### config.mk
export PLATFORM = sky130hd
export DESIGN_NAME = sbt_tap
export DESIGN_NICKNAME = d
export VERILOG_FILES = /design/src/rtl/sbt_pkg.sv /design/src/rtl/sbt_tap.sv /design/src/rtl/sbt_tap_fsm.sv
export VERILOG_INCLUDE_DIRS = /design/src /design/src/rtl
export SDC_FILE = /design/constraint.sdc
export NUM_CORES = 1
export LEC_CHECK = 0
export BUFFER_PORTS_ARGS = -buffer_cell sky130_fd_sc_hd__buf_2
export CAP_MARGIN = 30
export CORE_MARGIN = 2
export CORE_UTILIZATION = 30
export DETAILED_ROUTE_END_ITERATION = 8
export GPL_ROUTABILITY_DRIVEN = 0
export HOLD_SLACK_MARGIN = 0.08
export SLEW_MARGIN = 20
export SYNTH_ARGS = -nofsm -noshare
export SYNTH_HDL_FRONTEND = slang
export SYNTH_SLANG_ARGS = --single-unit
### constraint.sdc
create_clock -name mclk -period 1.9 [get_ports mclk]
set_input_delay 0.095 -clock mclk [delete_from_list [all_inputs] [get_ports mclk]]
set_output_delay 0.095 -clock mclk [all_outputs]
set_load 0.03 [all_outputs]
### src/rtl/sbt_defs.svh
`ifndef SBT_DEFS_SVH
`define SBT_DEFS_SVH

// ==========================================================
// register sizes
`define SBT_IR_W        3
`define SBT_ID_W        32
`define SBT_BSR_LEN     109
`define SBT_PIN_CELLS   108
`define SBT_OE_CELL     108

// ==========================================================
// instruction codes
`define SBT_OP_EXTEST   3'h0
`define SBT_OP_IDCODE   3'h1
`define SBT_OP_SAMPLEZ  3'h2
`define SBT_OP_RSVD3    3'h3
`define SBT_OP_SAMPLE   3'h4
`define SBT_OP_RSVD5    3'h5
`define SBT_OP_RSVD6    3'h6
`define SBT_OP_BYPASS   3'h7
`define SBT_IR_CAPTURE  3'h1

// ==========================================================
// identification value fields
`define SBT_ID_REV_HI   31
`define SBT_ID_REV_LO   29
`define SBT_ID_DEV_HI   28
`define SBT_ID_DEV_LO   12
`define SBT_ID_MFR_HI   11
`define SBT_ID_MFR_LO   1
`define SBT_ID_PRESENT  0
// arbitrary neutral values
`define SBT_ID_REV_VAL  3'h1
`define SBT_ID_DEV_VAL  17'h0ABCD
`define SBT_ID_MFR_VAL  11'h2A5

// ==========================================================
// reset values
`define SBT_BYP_RST     1'h0
`define SBT_OE_CELL_RST 1'h0
`define SBT_TMS_RESET_N 3'h5

`endif

### src/rtl/sbt_pkg.sv
package sbt_pkg;
  typedef enum logic [3:0] {
    SBT_TLR, SBT_RTI,
    SBT_SEL_DR, SBT_CAP_DR, SBT_SH_DR, SBT_EX1_DR, SBT_PA_DR, SBT_EX2_DR, SBT_UPD_DR,
    SBT_SEL_IR, SBT_CAP_IR, SBT_SH_IR, SBT_EX1_IR, SBT_PA_IR, SBT_EX2_IR, SBT_UPD_IR
  } sbt_state_t;
endpackage

### src/rtl/sbt_tap.sv
// Overview of operation
// - code 000 captures the pin ring and drives the preloaded cells onto the pins.
// - code 001 captures the fixed identification value and shifts it between tdi and tdo.
// - code 010 captures the pins, selects the scan chain and forces the output bus to high-Z.
// - code 100 captures the pins and selects the scan chain without touching memory use.
// - code 111 selects the one-bit bypass register.
// - identification bits 31:29 hold revision and 28:12 device type, both fixed.
// - identification bits 11:1 hold a fixed manufacturer code.
// - identification bit 0 is always 1.
// - the chain has 109 cells, 0 to 107 on pins and 108 internal.
// - under code 000 updated cell 108 enables the output bus when 1, high-Z when 0; reset 0.
// - five test clock rises with tms high reach reset and load the identification code.
// - capture of the instruction register loads 01 into its two low bits.
// - tdi is sampled on test clock rise and tdo changes on test clock fall.
`timescale 1ns/1ps
`include "sbt_defs.svh"
module sbt_tap (
  input  wire logic                        mclk,
  input  wire logic                        rst,
  input  wire logic                        tck,
  input  wire logic                        tms,
  input  wire logic                        tdi,
  output logic                             tdo,
  output logic                             tdo_oe,
  input  wire logic [`SBT_PIN_CELLS-1:0]   pin_ring_in,
  output logic      [`SBT_PIN_CELLS-1:0]   ring_drive,
  output logic                             extest_sel,
  output logic                             q_force_hiz,
  output logic      [`SBT_IR_W-1:0]        cur_instr
);
  import sbt_pkg::*;

  localparam logic [`SBT_ID_W-1:0] ID_VALUE =
    {`SBT_ID_REV_VAL, `SBT_ID_DEV_VAL, `SBT_ID_MFR_VAL, 1'h1};

  // ==========================================================
  // synchronisers and test clock edges
  logic [2:0]                    s1_q;
  logic [2:0]                    s2_q;
  logic                          tck_d3_q;
  logic [`SBT_PIN_CELLS-1:0]     pin1_q;
  logic [`SBT_PIN_CELLS-1:0]     pin2_q;
  logic                          rise;
  logic                          fall;
  logic                          tms_s;
  logic                          tdi_s;

  always_ff @(posedge mclk) begin
    if (rst) begin
      s1_q     <= 3'h0;
      s2_q     <= 3'h0;
      tck_d3_q <= 1'h0;
    end else begin
      s1_q     <= {tck, tms, tdi};
      s2_q     <= s1_q;
      tck_d3_q <= s2_q[2];
    end
  end

  // pin snapshot may be caught mid-transition; only the chain is affected
  always_ff @(posedge mclk) begin
    pin1_q <= pin_ring_in;
    pin2_q <= pin1_q;
  end

  assign rise  = s2_q[2] & ~tck_d3_q;
  assign fall  = ~s2_q[2] & tck_d3_q;
  assign tms_s = s2_q[1];
  assign tdi_s = s2_q[0];

  // ==========================================================
  // controller
  sbt_state_t st;

  sbt_tap_fsm u_fsm (
    .mclk    (mclk),
    .rst     (rst),
    .adv     (rise),
    .tms     (tms_s),
    .state_q (st)
  );

  function automatic logic uses_chain(input logic [`SBT_IR_W-1:0] op);
    uses_chain = (op == `SBT_OP_EXTEST) || (op == `SBT_OP_SAMPLEZ) ||
                 (op == `SBT_OP_SAMPLE);
  endfunction

  // ==========================================================
  // instruction register
  logic [`SBT_IR_W-1:0] ir_q;
  logic [`SBT_IR_W-1:0] ir_sh_q;

  always_ff @(posedge mclk) begin
    if (rst) begin
      ir_sh_q <= `SBT_IR_CAPTURE;
    end else if (rise) begin
      case (st)
        SBT_CAP_IR: ir_sh_q <= `SBT_IR_CAPTURE;
        SBT_SH_IR:  ir_sh_q <= {tdi_s, ir_sh_q[`SBT_IR_W-1:1]};
        default:    ir_sh_q <= ir_sh_q;
      endcase
    end
  end

  always_ff @(posedge mclk) begin
    if (rst) begin
      ir_q <= `SBT_OP_IDCODE;
    end else if (st == SBT_TLR) begin
      ir_q <= `SBT_OP_IDCODE;
    end else if (rise && st == SBT_UPD_IR) begin
      ir_q <= ir_sh_q;
    end
  end

  // ==========================================================
  // data registers; reserved codes fall back to bypass
  logic [`SBT_ID_W-1:0]    id_sh_q;
  logic [`SBT_BSR_LEN-1:0] bsr_sh_q;
  logic [`SBT_BSR_LEN-1:0] bsr_upd_q;
  logic                    byp_q;

  always_ff @(posedge mclk) begin
    if (rst) begin
      id_sh_q  <= ID_VALUE;
      bsr_sh_q <= '0;
      byp_q    <= `SBT_BYP_RST;
    end else if (rise && st == SBT_CAP_DR) begin
      if (ir_q == `SBT_OP_IDCODE) begin
        id_sh_q <= ID_VALUE;
      end else if (uses_chain(ir_q)) begin
        bsr_sh_q <= {bsr_upd_q[`SBT_OE_CELL], pin2_q};
      end else begin
        byp_q <= `SBT_BYP_RST;
      end
    end else if (rise && st == SBT_SH_DR) begin
      if (ir_q == `SBT_OP_IDCODE) begin
        id_sh_q <= {tdi_s, id_sh_q[`SBT_ID_W-1:1]};
      end else if (uses_chain(ir_q)) begin
        bsr_sh_q <= {tdi_s, bsr_sh_q[`SBT_BSR_LEN-1:1]};
      end else begin
        byp_q <= tdi_s;
      end
    end
  end

  always_ff @(posedge mclk) begin
    if (rst || st == SBT_TLR) begin
      bsr_upd_q <= '0;
    end else if (rise && st == SBT_UPD_DR && uses_chain(ir_q)) begin
      bsr_upd_q <= bsr_sh_q;
    end
  end

  // ==========================================================
  // pin side controls
  assign ring_drive  = bsr_upd_q[`SBT_PIN_CELLS-1:0];
  assign extest_sel  = (ir_q == `SBT_OP_EXTEST);
  assign q_force_hiz = (ir_q == `SBT_OP_SAMPLEZ) ||
                       (extest_sel && !bsr_upd_q[`SBT_OE_CELL]);
  assign cur_instr   = ir_q;

  // ==========================================================
  // serial output, moved only on the test clock fall
  logic tdo_bit;

  always_comb begin
    if (st == SBT_SH_IR) begin
      tdo_bit = ir_sh_q[0];
    end else if (ir_q == `SBT_OP_IDCODE) begin
      tdo_bit = id_sh_q[0];
    end else if (uses_chain(ir_q)) begin
      tdo_bit = bsr_sh_q[0];
    end else begin
      tdo_bit = byp_q;
    end
  end

  always_ff @(posedge mclk) begin
    if (rst) begin
      tdo    <= 1'h0;
      tdo_oe <= 1'h0;
    end else if (fall) begin
      tdo    <= tdo_bit;
      tdo_oe <= (st == SBT_SH_IR) || (st == SBT_SH_DR);
    end
  end

  // ==========================================================
  // checks
  logic [2:0] tms_run_q;

  always_ff @(posedge mclk) begin
    if (rst) begin
      tms_run_q <= 3'h0;
    end else if (rise) begin
      tms_run_q <= !tms_s ? 3'h0 : (tms_run_q == `SBT_TMS_RESET_N) ? tms_run_q
                                                                   : tms_run_q + 3'h1;
    end
  end

  property p_tms_reset;
    @(posedge mclk) disable iff (rst) (tms_run_q == `SBT_TMS_RESET_N) |-> st == SBT_TLR;
  endproperty
  a_tms_reset: assert property (p_tms_reset) else $error("five tms highs not in reset");

  property p_tlr_idcode;
    @(posedge mclk) disable iff (rst) st == SBT_TLR |=> ir_q == `SBT_OP_IDCODE;
  endproperty
  a_tlr_idcode: assert property (p_tlr_idcode) else $error("reset lost id code");

  property p_ir_capture;
    @(posedge mclk) disable iff (rst) rise && st == SBT_CAP_IR |=> ir_sh_q[1:0] == 2'h1;
  endproperty
  a_ir_capture: assert property (p_ir_capture) else $error("ir capture not 01");

  property p_id_capture;
    @(posedge mclk) disable iff (rst)
      rise && st == SBT_CAP_DR && ir_q == `SBT_OP_IDCODE |=> id_sh_q[0] && id_sh_q == ID_VALUE;
  endproperty
  a_id_capture: assert property (p_id_capture) else $error("id capture wrong");

  property p_bsr_capture;
    @(posedge mclk) disable iff (rst)
      rise && st == SBT_CAP_DR && uses_chain(ir_q)
      |=> bsr_sh_q[`SBT_PIN_CELLS-1:0] == $past(pin2_q);
  endproperty
  a_bsr_capture: assert property (p_bsr_capture) else $error("pin capture wrong");

  property p_bypass_cap;
    @(posedge mclk) disable iff (rst)
      rise && st == SBT_CAP_DR && ir_q == `SBT_OP_BYPASS |=> !byp_q;
  endproperty
  a_bypass_cap: assert property (p_bypass_cap) else $error("bypass not cleared");

  property p_samplez_hiz;
    @(posedge mclk) disable iff (rst) ir_q == `SBT_OP_SAMPLEZ |-> q_force_hiz && !extest_sel;
  endproperty
  a_samplez_hiz: assert property (p_samplez_hiz) else $error("sample z not high-Z");

  property p_extest_gate;
    @(posedge mclk) disable iff (rst)
      ir_q == `SBT_OP_EXTEST |-> q_force_hiz == !bsr_upd_q[`SBT_OE_CELL];
  endproperty
  a_extest_gate: assert property (p_extest_gate) else $error("oe cell gate wrong");

  property p_sample_quiet;
    @(posedge mclk) disable iff (rst)
      ir_q == `SBT_OP_SAMPLE |-> !extest_sel && !q_force_hiz;
  endproperty
  a_sample_quiet: assert property (p_sample_quiet) else $error("sample disturbs pins");

  property p_tdo_on_fall;
    @(posedge mclk) disable iff (rst) !fall |=> $stable(tdo) && $stable(tdo_oe);
  endproperty
  a_tdo_on_fall: assert property (p_tdo_on_fall) else $error("tdo moved off fall");

endmodule // sbt_tap

### src/rtl/sbt_tap_fsm.sv
`timescale 1ns/1ps
module sbt_tap_fsm (
  input  wire logic               mclk,
  input  wire logic               rst,
  input  wire logic               adv,
  input  wire logic               tms,
  output sbt_pkg::sbt_state_t     state_q
);
  import sbt_pkg::*;

  sbt_state_t state_d;

  // ==========================================================
  // next state, taken only on a test clock rise
  always_comb begin
    case (state_q)
      SBT_TLR:    state_d = tms ? SBT_TLR    : SBT_RTI;
      SBT_RTI:    state_d = tms ? SBT_SEL_DR : SBT_RTI;
      SBT_SEL_DR: state_d = tms ? SBT_SEL_IR : SBT_CAP_DR;
      SBT_CAP_DR: state_d = tms ? SBT_EX1_DR : SBT_SH_DR;
      SBT_SH_DR:  state_d = tms ? SBT_EX1_DR : SBT_SH_DR;
      SBT_EX1_DR: state_d = tms ? SBT_UPD_DR : SBT_PA_DR;
      SBT_PA_DR:  state_d = tms ? SBT_EX2_DR : SBT_PA_DR;
      SBT_EX2_DR: state_d = tms ? SBT_UPD_DR : SBT_SH_DR;
      SBT_UPD_DR: state_d = tms ? SBT_SEL_DR : SBT_RTI;
      SBT_SEL_IR: state_d = tms ? SBT_TLR    : SBT_CAP_IR;
      SBT_CAP_IR: state_d = tms ? SBT_EX1_IR : SBT_SH_IR;
      SBT_SH_IR:  state_d = tms ? SBT_EX1_IR : SBT_SH_IR;
      SBT_EX1_IR: state_d = tms ? SBT_UPD_IR : SBT_PA_IR;
      SBT_PA_IR:  state_d = tms ? SBT_EX2_IR : SBT_PA_IR;
      SBT_EX2_IR: state_d = tms ? SBT_UPD_IR : SBT_SH_IR;
      SBT_UPD_IR: state_d = tms ? SBT_SEL_DR : SBT_RTI;
      default:    state_d = SBT_TLR;
    endcase
  end

  always_ff @(posedge mclk) begin
    if (rst) begin
      state_q <= SBT_TLR;
    end else if (adv) begin
      state_q <= state_d;
    end
  end
endmodule // sbt_tap_fsm

==> impl_metrics.py, run 1 <==
metrics = {
    "status": {
        "outcome": "finished clean",
    },
    "critical_path": {
        "criticalPathCategory": "reg2reg",
        "start_kind": "flop",
        "crit_cells": 5,
        "path_max_fanout": 35,
        "crit_buf_inv": 1,
        "r2r-end": "bsr_sh_q[39]",
        "rrSetupSlack_ns": 0.14,
        "rr_worst_depth": 5,
        "crit_path_max_incr_delay_ns": 0.47,
        "r2r-start": "cur_instr[1]",
        "cp_data_required_time_ns": 2.40,
        "critPathSlowestCell": "a21oi_1",
        "endpoint_kind": "flop",
        "cp_cell_sequence": "a21oi_1 -> o211a_4 -> buf_12 -> nor2_1 -> a311oi_1",
        "crit_arrival_ns": 2.26,
        "path_delay_family": "compound AO/OA/AOI/OAI gates",
    },
    "logic_synthesis": {
        "synthArstFlopShare_pct": 0,
        "syn_area_um2": 16160,
        "synth_top_family_by_area": "simple AND/OR/NAND/NOR gates",
        "synth-seq-area-share_pct": 60.20,
        "syn_area_per_cell_um2": 9.654,
        "synth_fa_ha_area_share_pct": 0.06194,
        "ys_ff_latch": 486,
        "synth_nets": 1787,
        "synth_compound_gate_area_share_pct": 14.52,
        "synth_xor_area_share_pct": 0.1084,
        "synth_cell_types": 41,
        "synth_edf_count": 0,
        "synthCells": 1674,
        "synthFlopType": "dfxtp_1",
        "yosysWarnings": 0,
        "yosys.area_share.simple_pct": 16.26,
        "synth_mux_area_share_pct": 0,
    },
    "sta": {
        "fin_worst_skew_ns": 0.02870,
        "post-route-period-util_pct": 92.56,
        "worst_slew_pin_slew_ns": 0.5624,
        "setup_slack_ns": 0.1414,
        "fin_setup_tns_ns": 0,
        "slew_headroom_pct": 62.50,
        "hold_viol_final": 0,
        "post-route-min-period_ns": 1.759,
        "max_clock_freq_mhz": 568.6,
        "rsz0062_at_grt": "no",
        "slew_viol_final": 0,
        "setup_viol": 0,
    },
    "cts": {
        "cts_root_buf": "clkbuf_16",
        "cts_sinks": 486,
        "cts_tree": "built",
        "numCtsBuffers": 51,
        "post_cts_buffers": 0,
        "clkLatencyLatePin_ns": 0.60,
        "clk_pin_slew_worst_paths_ns": 0.06,
        "clock_path_buffers": 3,
        "htreeDepth": 2,
    },
    "power_and_ir_drop": {
        "power.switching_uw": 4551,
        "ir_drop_v": 0.0007293,
        "powerDensity_nw_per_um2": 1060,
        "total_leakage_power_uw": 0.007292,
        "p_int_uw": 17000,
        "swShare_pct": 21.12,
        "p_seq_share_pct": 48.9,
        "pwr-share-clk_pct": 48.6,
        "combinationalPowerShare_pct": 2.5,
    },
    "global_route": {
        "antenna_found_initial": 3,
        "grt_pass1_vias": 11340,
        "grt_overflow": 0,
        "grt_max_degree": 74,
        "grt_usage_pct": 13.58,
        "grt_pass1_wl_mm": 61.40,
    },
    "floorplanning": {
        "die_w_um": 236.1,
        "initial_core_util_pct": 30.21,
        "design.core.area_um2": 53500,
        "rows": 85,
        "ioPinCount": 228,
        "die_y_um": 236.1,
        "die_area_um2": 55740,
    },
    "drt": {
        "ant_nets": 0,
        "drc": 0,
        "drt_first_pass_iters": 6,
        "viasPerCell": 4.524,
        "routed_wl_mm": 39.41,
        "initialDrtViolationCount": 597,
        "wl_per_cell_um": 15.08,
        "num_vias": 11820,
    },
    "worst_hold_path": {
        "min_path_type": "in2reg",
        "hold_depth": 2,
        "min_to": "pin1_q[18]",
        "hp-start": "pin_ring_in[18]",
    },
    "place": {
        "numPortBuffers": 227,
        "dp_hpwl_mm": 25.35,
        "place_ws_ns": 0.1172,
    },
    "job": {
        "cap_violations": 0,
    },
    "layout": {
        "final_nets": 1987,
        "final-seq-area_um2": 9729,
        "synthToLayoutAreaGrowth_pct": 25.73,
        "multi_input_area_um2": 5036,
        "drive_gt1_share_pct": 22.45,
        "fillCellCount": 5150,
    },
}
-- worst max path at each step --
| stage | from | end | slack [ns] |
|---|---|---|---|
| global route | cur_instr[1] | bsr_sh_q[36] | 0.01 |
| CTS | u_fsm.state_q[0] | bsr_sh_q[5] | 0.12 |
| finish | cur_instr[1] | bsr_sh_q[39] | 0.14 |
| detailed placement | cur_instr[1] | bsr_sh_q[5] | 0.12 |
| global placement | u_fsm.state_q[0] | bsr_sh_q[1] | 0.17 |
| floorplan | cur_instr[1] | bsr_upd_q[100] | 0.07 |
-- stage by stage --
stage | area [µm²] | util (%) | std cells | hold WS (ns) | total power, µW
floorplan | 16160 | - | 1674 | 0.1227 | 10870
global placement | 17370 | 32.47 | 2404 | 0.1980 | 11100
detailed placement | 17370 | 32.47 | 2404 | 0.1986 | 11100
CTS | 20310 | 37.97 | 2611 | 0.08041 | 21850
global route | 20320 | 37.98 | 2613 | 0.08991 | 22310
finish | 20320 | 37.98 | 2613 | 0.1241 | 21550
-- layout make-up --
type	instances	share of cell area, %
clock buffers	70	7.377
well taps	696	4.286
flip-flops and latches	486	47.88
inverters	6	0.1108
multi-input cells	950	24.79
clock inverters	24	1.546
diodes	2	0.02463
repair buffers	379	13.98
-- Yosys cell counts (2+ instances only) --
library cell / instances / area share [%]
o211a_1: 2 / 0.12
nand3_1: 19 / 0.59
a31oi_1: 5 / 0.19
clkbuf_1: 57 / 1.3
a311oi_2: 66 / 6.1
a311oi_1: 45 / 2.4
nor2b_1: 9 / 0.35
xnor2_1: 2 / 0.11
nand4_1: 2 / 0.077
inv_1: 6 / 0.14
buf_4: 119 / 5.5
o211ai_1: 2 / 0.093
a211oi_1: 5 / 0.23
buf_2: 47 / 1.5
a21oi_1: 148 / 4.6
a2111oi_0: 2 / 0.11
o21ai_0: 8 / 0.25
dfxtp_1: 486 / 60
nand2b_1: 4 / 0.15
nor4_1: 4 / 0.15
nand2_1: 454 / 11
buf_6: 4 / 0.28
nor3_1: 32 / 0.99
nor2_1: 124 / 2.9
nand3b_1: 2 / 0.093
buf_1: 5 / 0.12
-- placed cells by master (no fill, tap or decap), drive strengths merged, types with 4 or more instances in the layout --
cell type	instances
dfxtp	486
nand2	455
buf	266
a21oi	148
nor2	124
dlygate4sd3	113
a311oi	111
clkbuf	70
nor3	32
nand3	19
clkinv	12
inv	10
nor2b	9
o21ai	8
a211oi	5
a31oi	5
bufinv	5
nand2b	4
nor4	4
-- sequential cells by signal, summed over array words and instances (netlist names) --
signal and flops:
bsr_upd_q 109, pin1_q 108, id_sh_q 32, cur_instr 3, tdo_oe 1, pin2_q 108
bsr_sh_q 109, byp_q 1, s2_q 3, tck_d3_q 1, u_fsm.state_q 4, s1_q 3
tdo 1, ir_sh_q 3
-- per-layer routing --
layer	wire (µm)	global-route usage, %	vias up	share of wire (%)
li1	-	-	5888	-
met1	17780	17.31	5551	45
met2	18580	22.54	294	47
met3	1752	2.727	87	4.4
met4	1302	5.366	0	3.3
met5	0	0	-	0
-- power by group through the flow --
stage	Sequential (µW)	Combinational, µW	Clock, µW
final	10500	538	10500
after global routing	10500	578	11200
after CTS	10500	536	10800
after detailed placement	10800	352	0
after global placement	10800	348	0
after floorplan	10700	155	0
-- timing repair --
item | 4_1_cts | 5_1_grt
endpoints found under the setup margin | 0 | 3
gates resized for setup | 0 | 1
endpoints found under the hold margin | 141 | 0
hold buffers | 113 | 0
-- logic make-up after synthesis --
kind of cell               count (synthesis)
AOI/OAI and AO/OA                        290
xor gates and xnor gates                   2
adders and majority gates                  1
buffers and inverters                    238
DFF                                      486
and+or+nand+nor                          657
Power figures use the tool's default switching activity.
==> run 2: changes to the inputs <==
- GPL_TIMING_DRIVEN: not set -> 0
- RECOVER_POWER: not set -> 25
- REMOVE_ABC_BUFFERS: not set -> 1
==> run 2 against run 1 <==
The run now ends with setup timing left. Clock power decreased by 4%. Non-clock buffer count increased by 48. Critical path depth increased by 1. Routed wire length increased by 28%. Cell area increased by 4.3%. Largest power group unchanged. Highest routed layer is now met5.
==> impl_metrics.py, run 2 (synthesis gave the netlist of run 1 again) <==
metrics = {
    "status": {
        "outcome": "complete, but fails checks",
        "failed_checks": "setup timing",
    },
    "power_and_ir_drop": {
        "p_int_uw": 16630,
        "pwr-share-clk_pct": 47.6,
        "power.switching_uw": 4591,
        "total_leakage_power_uw": 0.007728,
        "combinationalPowerShare_pct": 2.8,
        "powerDensity_nw_per_um2": 1001,
        "p_seq_share_pct": 49.6,
        "swShare_pct": 21.64,
        "ir_drop_v": 0.0007394,
    },
    "sta": {
        "holdWs_ns": 0.1341,
        "worst_slew_pin_slew_ns": 0.5601,
        "slew_headroom_pct": 62.66,
        "setup_slack_ns": -0.04490,
        "max_clock_freq_mhz": 514.2,
        "fin_worst_skew_ns": 0.01287,
        "rsz0062_at_grt": "yes",
        "post-route-min-period_ns": 1.945,
        "post-route-period-util_pct": 102.4,
        "slew_viol_final": 0,
        "setup_viol": 31,
        "hold_viol_final": 0,
    },
    "critical_path": {
        "rr_worst_depth": 6,
        "critPathSlowestCell": "dfxtp_4",
        "crit_path_max_incr_delay_ns": 0.42,
        "r2r-start": "u_fsm.state_q[2]",
        "r2r-end": "bsr_sh_q[22]",
        "criticalPathCategory": "reg2reg",
        "path_max_fanout": 18,
        "crit_buf_inv": 3,
        "start_kind": "flop",
        "cp_data_required_time_ns": 2.34,
        "path_delay_family": "buffers and inverters",
        "crit_arrival_ns": 2.39,
        "cp_cell_sequence": "nor3b_4 -> buf_4 -> o211a_4 -> buf_16 -> buf_16 -> a311oi_1",
        "endpoint_kind": "flop",
        "cp_common_cell": "buf_16",
        "rrSetupSlack_ns": -0.04,
    },
    "cts": {
        "cts_sinks": 486,
        "cts_root_buf": "clkbuf_16",
        "cts_tree": "built",
        "clk_pin_slew_worst_paths_ns": 0.06,
        "clkLatencyLatePin_ns": 0.59,
        "numCtsBuffers": 51,
        "clock_path_buffers": 3,
        "htreeDepth": 2,
    },
    "place": {
        "dp_hpwl_mm": 23.74,
        "numPortBuffers": 227,
        "dp.cells": 2386,
    },
    "floorplanning": {
        "die_area_um2": 55740,
        "ioPinCount": 228,
        "initial_core_util_pct": 30.21,
        "rows": 85,
        "die_w_um": 236.1,
        "design.core.area_um2": 53500,
        "die_y_um": 236.1,
    },
    "drt": {
        "drc": 0,
        "ant_nets": 0,
        "viasPerCell": 4.755,
        "routed_wl_mm": 50.51,
        "num_vias": 12710,
        "initialDrtViolationCount": 1056,
        "wl_per_cell_um": 18.90,
        "drt_first_pass_iters": 5,
    },
    "global_route": {
        "grt_pass1_vias": 12200,
        "antenna_found_initial": 4,
        "grt_overflow": 0,
        "grt_pass1_wl_mm": 72.11,
        "grt_usage_pct": 16.69,
        "grt_max_degree": 98,
    },
    "job": {
        "cap_violations": 0,
    },
    "worst_hold_path": {
        "min_to": "pin1_q[96]",
        "hp-start": "pin_ring_in[96]",
        "min_path_type": "in2reg",
        "hold_depth": 2,
    },
    "layout": {
        "layout_commonest_cell": "dfxtp_1",
        "drive_gt1_share_pct": 25.67,
        "synthToLayoutAreaGrowth_pct": 31.14,
        "layout_common_cells": "dfxtp_1, nand2_1, buf_2",
        "fin_cells": 2673,
        "largestRegisters": "bsr_sh_q (109), bsr_upd_q (109)",
        "final_nets": 2049,
    },
}
## run 2: how the worst max path moves through the flow
stage,cells after the start,slack (ns),end,startpoint
after floorplan,3,-1.99,bsr_sh_q[100],u_fsm.state_q[0]
after global placement,4,-4.94,bsr_upd_q[22],s2_q[2]
after detailed placement,6,-1.01,bsr_sh_q[81],u_fsm.state_q[0]
after CTS,6,-0.0008,bsr_sh_q[26],u_fsm.state_q[3]
after global routing,8,-0.11,bsr_sh_q[58],u_fsm.state_q[3]
final,6,-0.04,bsr_sh_q[22],u_fsm.state_q[2]
## run 2: power by group through the flow
stage	registers, µW	clock network [µW]	logic, µW
final	10500	10100	603
after global placement	10700	0	310
after floorplan	10700	0	77.4
after detailed placement	10700	0	339
after CTS	10500	10300	562
after global routing	10500	10800	643
## run 2: repair_timing
action | in CTS | in global routing
buffers inserted | 26 | 26
gates resized for setup | 33 | 36
hold buffers | 115 | 0
pin swaps | 8 | 29
setup endpoints to repair | 254 | 209
cloned | 16 | 10
hold endpoints to repair | 143 | 0
## run 2: final cells by class
| type | count | area, µm² |
|---|---|---|
| Multi-Input combinational cell | 964 | 5343 |
| Fill cell | 5157 | 32300 |
| Tap cell | 696 | 870.8 |
| Inverter | 6 | 22.52 |
| Clock buffer | 69 | 1475 |
| Timing Repair Buffer | 427 | 3480 |
| Sequential cell | 486 | 9761 |
| Antenna cell | 2 | 5.005 |
| Clock inverter | 23 | 236.5 |
## run 2: routing by layer
metal,share of wire (%),wire (µm),vias to the layer above,track usage [%]
met4,2.4,1233,4,5.173
met2,45,22960,443,26.60
met1,46,23030,6131,22.64
li1,-,-,6049,-
met3,6.4,3254,84,3.476
met5,0.053,27,-,0
## run 2: metrics by stage
| step | power [µW] | TNS, ns | util, % | instance area, µm² | setup slack [ns] |
|---|---|---|---|---|---|
| finish | 21220 | -0.8177 | 39.62 | 21190 | -0.04490 |
| global route | 21970 | -5.490 | 39.61 | 21190 | -0.1135 |
| CTS | 21430 | -0.001283 | 38.59 | 20640 | -0.0007752 |
| detailed placement | 11080 | -143.74 | 32.16 | 17210 | -1.009 |
| global placement | 11050 | -1091.32 | 31.33 | 16760 | -4.936 |
| floorplan | 10800 | -448.04 | - | 14750 | -1.989 |
==> run 3: changes to the inputs <==
- ABC_AREA: not set -> 1
- clock period: 1.9 -> 1.6 ns (I/O delays scaled with it)
==> run 3 against run 2 <==
The flow still finishes with violations (setup timing). Die area fell by 1.2%. Sequential power is 19% higher. Combinational power is 7.3% higher. Flip-flop and latch count unchanged. Sequential share of layout area down 6.2 points. Cell count rose by 5.8%. Largest cell class unchanged. Highest routed layer unchanged.
==> impl_metrics.py, run 3 <==
metrics = {
    "drt": {
        "met3_length_mm": 3.016,
        "wl_met1_mm": 23.11,
        "initialDrtViolationCount": 936,
        "drt_first_pass_iters": 5,
        "ant_nets": 0,
        "routed_wl_mm": 54.25,
        "routed-wl-met2_mm": 26.51,
        "highest_layer": "met5",
        "viasPerCell": 4.705,
        "wl_per_cell_um": 19.19,
        "num_vias": 13300,
        "drc": 0,
    },
    "floorplanning": {
        "die_area_um2": 55090,
        "design.core.area_um2": 52550,
        "die_w_um": 234.7,
        "die_y_um": 234.7,
        "ioPinCount": 228,
        "initial_core_util_pct": 30.39,
        "rows": 84,
    },
    "global_route": {
        "grt_usage_pct": 17.72,
        "grt_overflow": 0,
        "grt_pass1_wl_mm": 77.16,
        "antenna_found_initial": 4,
        "grt_pass1_vias": 13270,
        "grt_max_degree": 93,
    },
    "critical_path": {
        "path_max_fanout": 6,
        "criticalPathCategory": "reg2reg",
        "crit_arrival_ns": 2.30,
        "cp_data_required_time_ns": 2.08,
        "start_kind": "flop",
        "endpoint_kind": "flop",
    },
    "logic_synthesis": {
        "synth_cell_types": 27,
        "synthArstFlopShare_pct": 0,
        "yosysTopAreaCell": "dfxtp_1",
        "synth_edf_count": 0,
        "yosysWarnings": 0,
        "syn_area_um2": 15970,
        "synthCells": 1703,
        "yosysMostFrequentCell": "dfxtp_1",
        "syn_area_per_cell_um2": 9.376,
        "yosys-top-cells-count": "dfxtp_1, nand2_1, nor2_1",
        "ys_ff_latch": 486,
        "ys_top_cells_by_area": "dfxtp_1, nand2_1, o211a_1, buf_4, nor2_1",
        "synthFlopType": "dfxtp_1",
        "synth-seq-area-share_pct": 60.93,
        "yosysTopAreaCellShare_pct": 60.93,
    },
    "sta": {
        "rsz0062_at_grt": "yes",
        "setup_slack_ns": -0.2222,
        "worst_slew_pin_slew_ns": 1.042,
        "post-route-period-util_pct": 113.9,
        "slew_viol_final": 0,
        "slew_headroom_pct": 30.28,
        "post-route-min-period_ns": 1.822,
        "hold_viol_final": 0,
        "fin_worst_skew_ns": 0.01778,
        "setup_viol": 251,
        "max_clock_freq_mhz": 548.8,
    },
    "power_and_ir_drop": {
        "swShare_pct": 21.34,
        "total_leakage_power_uw": 0.01086,
        "p_int_uw": 20700,
        "pwr-share-clk_pct": 50.1,
        "power.switching_uw": 5615,
        "p_seq_share_pct": 47.4,
        "ir_drop_v": 0.0009882,
        "combinationalPowerShare_pct": 2.5,
        "powerDensity_nw_per_um2": 1075,
    },
    "cts": {
        "numCtsBuffers": 53,
        "htreeDepth": 2,
        "cts_root_buf": "clkbuf_16",
        "clkLatencyLatePin_ns": 0.60,
        "cts_tree": "built",
        "cts_sinks": 486,
        "clk_pin_slew_worst_paths_ns": 0.06,
        "clock_path_buffers": 3,
    },
    "layout": {
        "fillCellCount": 4731,
        "largestRegisters": "bsr_sh_q (109), bsr_upd_q (109)",
        "synthToLayoutAreaGrowth_pct": 53.27,
        "drive_gt1_share_pct": 36.04,
        "layout_common_cells": "dfxtp_1, buf_2, nand2_1",
        "antenna_cells": 0,
        "final_nets": 2208,
        "layout_commonest_cell": "dfxtp_1",
        "postLayoutCoreUtil_pct": 46.57,
    },
    "worst_hold_path": {
        "min_path_type": "in2reg",
    },
    "place": {
        "numPortBuffers": 227,
        "place_ws_ns": -1.196,
        "dp_hpwl_mm": 22.99,
    },
    "job": {
        "cap_violations": 0,
    },
    "status": {
        "outcome": "complete, but fails checks",
        "failed_checks": "setup timing",
    },
}
-- run 3: cell count changes after synthesis, sizes merged, moves of 30 or more --
cell    before  now
nor2       124  239
nand3       19  148
o211a        2  109
a21oi      148   28
o21ai        8  139
a311oi     111    0
nand2      455  293
nor3        32    2
-- run 3: final timing paths --
kind / startpoint / to / slack (ns) / cells past startpoint
worst max-delay path: s2_q[2] / bsr_sh_q[106] / -0.22 / 12
worst min-delay path: pin_ring_in[37] / pin1_q[37] / 0.12 / 2
worst max register to register: s2_q[2] / bsr_sh_q[106] / -0.22 / 12
worst min register to register: pin1_q[21] / pin2_q[21] / 0.32 / 0
-- run 3: layout make-up --
type / count / area, µm² / share of cell area, %
repair inverters: 10 / 150.1 / 0.6135
multi-input cells: 969 / 6281 / 25.66
well taps: 688 / 860.8 / 3.517
flip-flops and latches: 486 / 9754 / 39.86
repair buffers: 543 / 5333 / 21.79
clock buffers: 71 / 1495 / 6.109
clock inverters: 28 / 405.4 / 1.656
inverters: 32 / 193.9 / 0.7924
-- run 3: worst max-delay path: stages (launching register included) --
cell and delay, ns:
dfxtp_2 0.34, inv_2 0.05, nor2_4 0.14, inv_4 0.07, nor2_4 0.15, clkbuf_16 0.17, buf_16 0.14, inv_16 0.06
buf_16 0.16, buf_12 0.16, nand2_4 0.05, nand3_2 0.07, o211a_1 0.11
-- run 3: stage by stage --
step	area, µm²	total power (µW)	TNS [ns]	hold WS, ns	cells
final	24470	26320	-39.01	0.1190	2827
after detailed placement	17150	13060	-233.60	0.1836	2425
after global placement	16620	13030	-2480.68	0.1838	2401
after CTS	23080	26530	-38.20	0.08001	2782
after global routing	24470	27140	-54.08	0.1015	2827
after floorplan	14620	12800	-1253.95	0.1077	1486
-- run 3: cells by family after synthesis --
group           share of synthesized area [%]
compound gates                          12.29
buf+inv                                 9.183
flops                                   60.93
simple gates                            17.59
-- run 3: layer usage --
metal  up-vias  GRT usage, %
met3       122         3.055
met2       430         30.22
met5         -             0
met4         8         5.754
li1       6331             -
met1      6411         22.70
-- run 3: power by group through the flow --
stage          logic, µW  registers [µW]  clock network [µW]
5_1_grt              693           12500               14000
4_1_cts              611           12500               13400
3_5_place_dp         309           12700                   0
3_3_place_gp         287           12700                   0
6_report             647           12500               13200
2_1_floorplan       80.6           12700                   0
-- run 3: repair_timing --
| action | CTS | global route |
|---|---|---|
| cloned | 33 | 16 |
| resized for setup | 279 | 240 |
| pin swaps | 46 | 29 |
| endpoints found under the setup margin | 251 | 256 |
| buffers inserted | 75 | 35 |
| hold buffers | 150 | 0 |
| endpoints found under the hold margin | 132 | 0 |
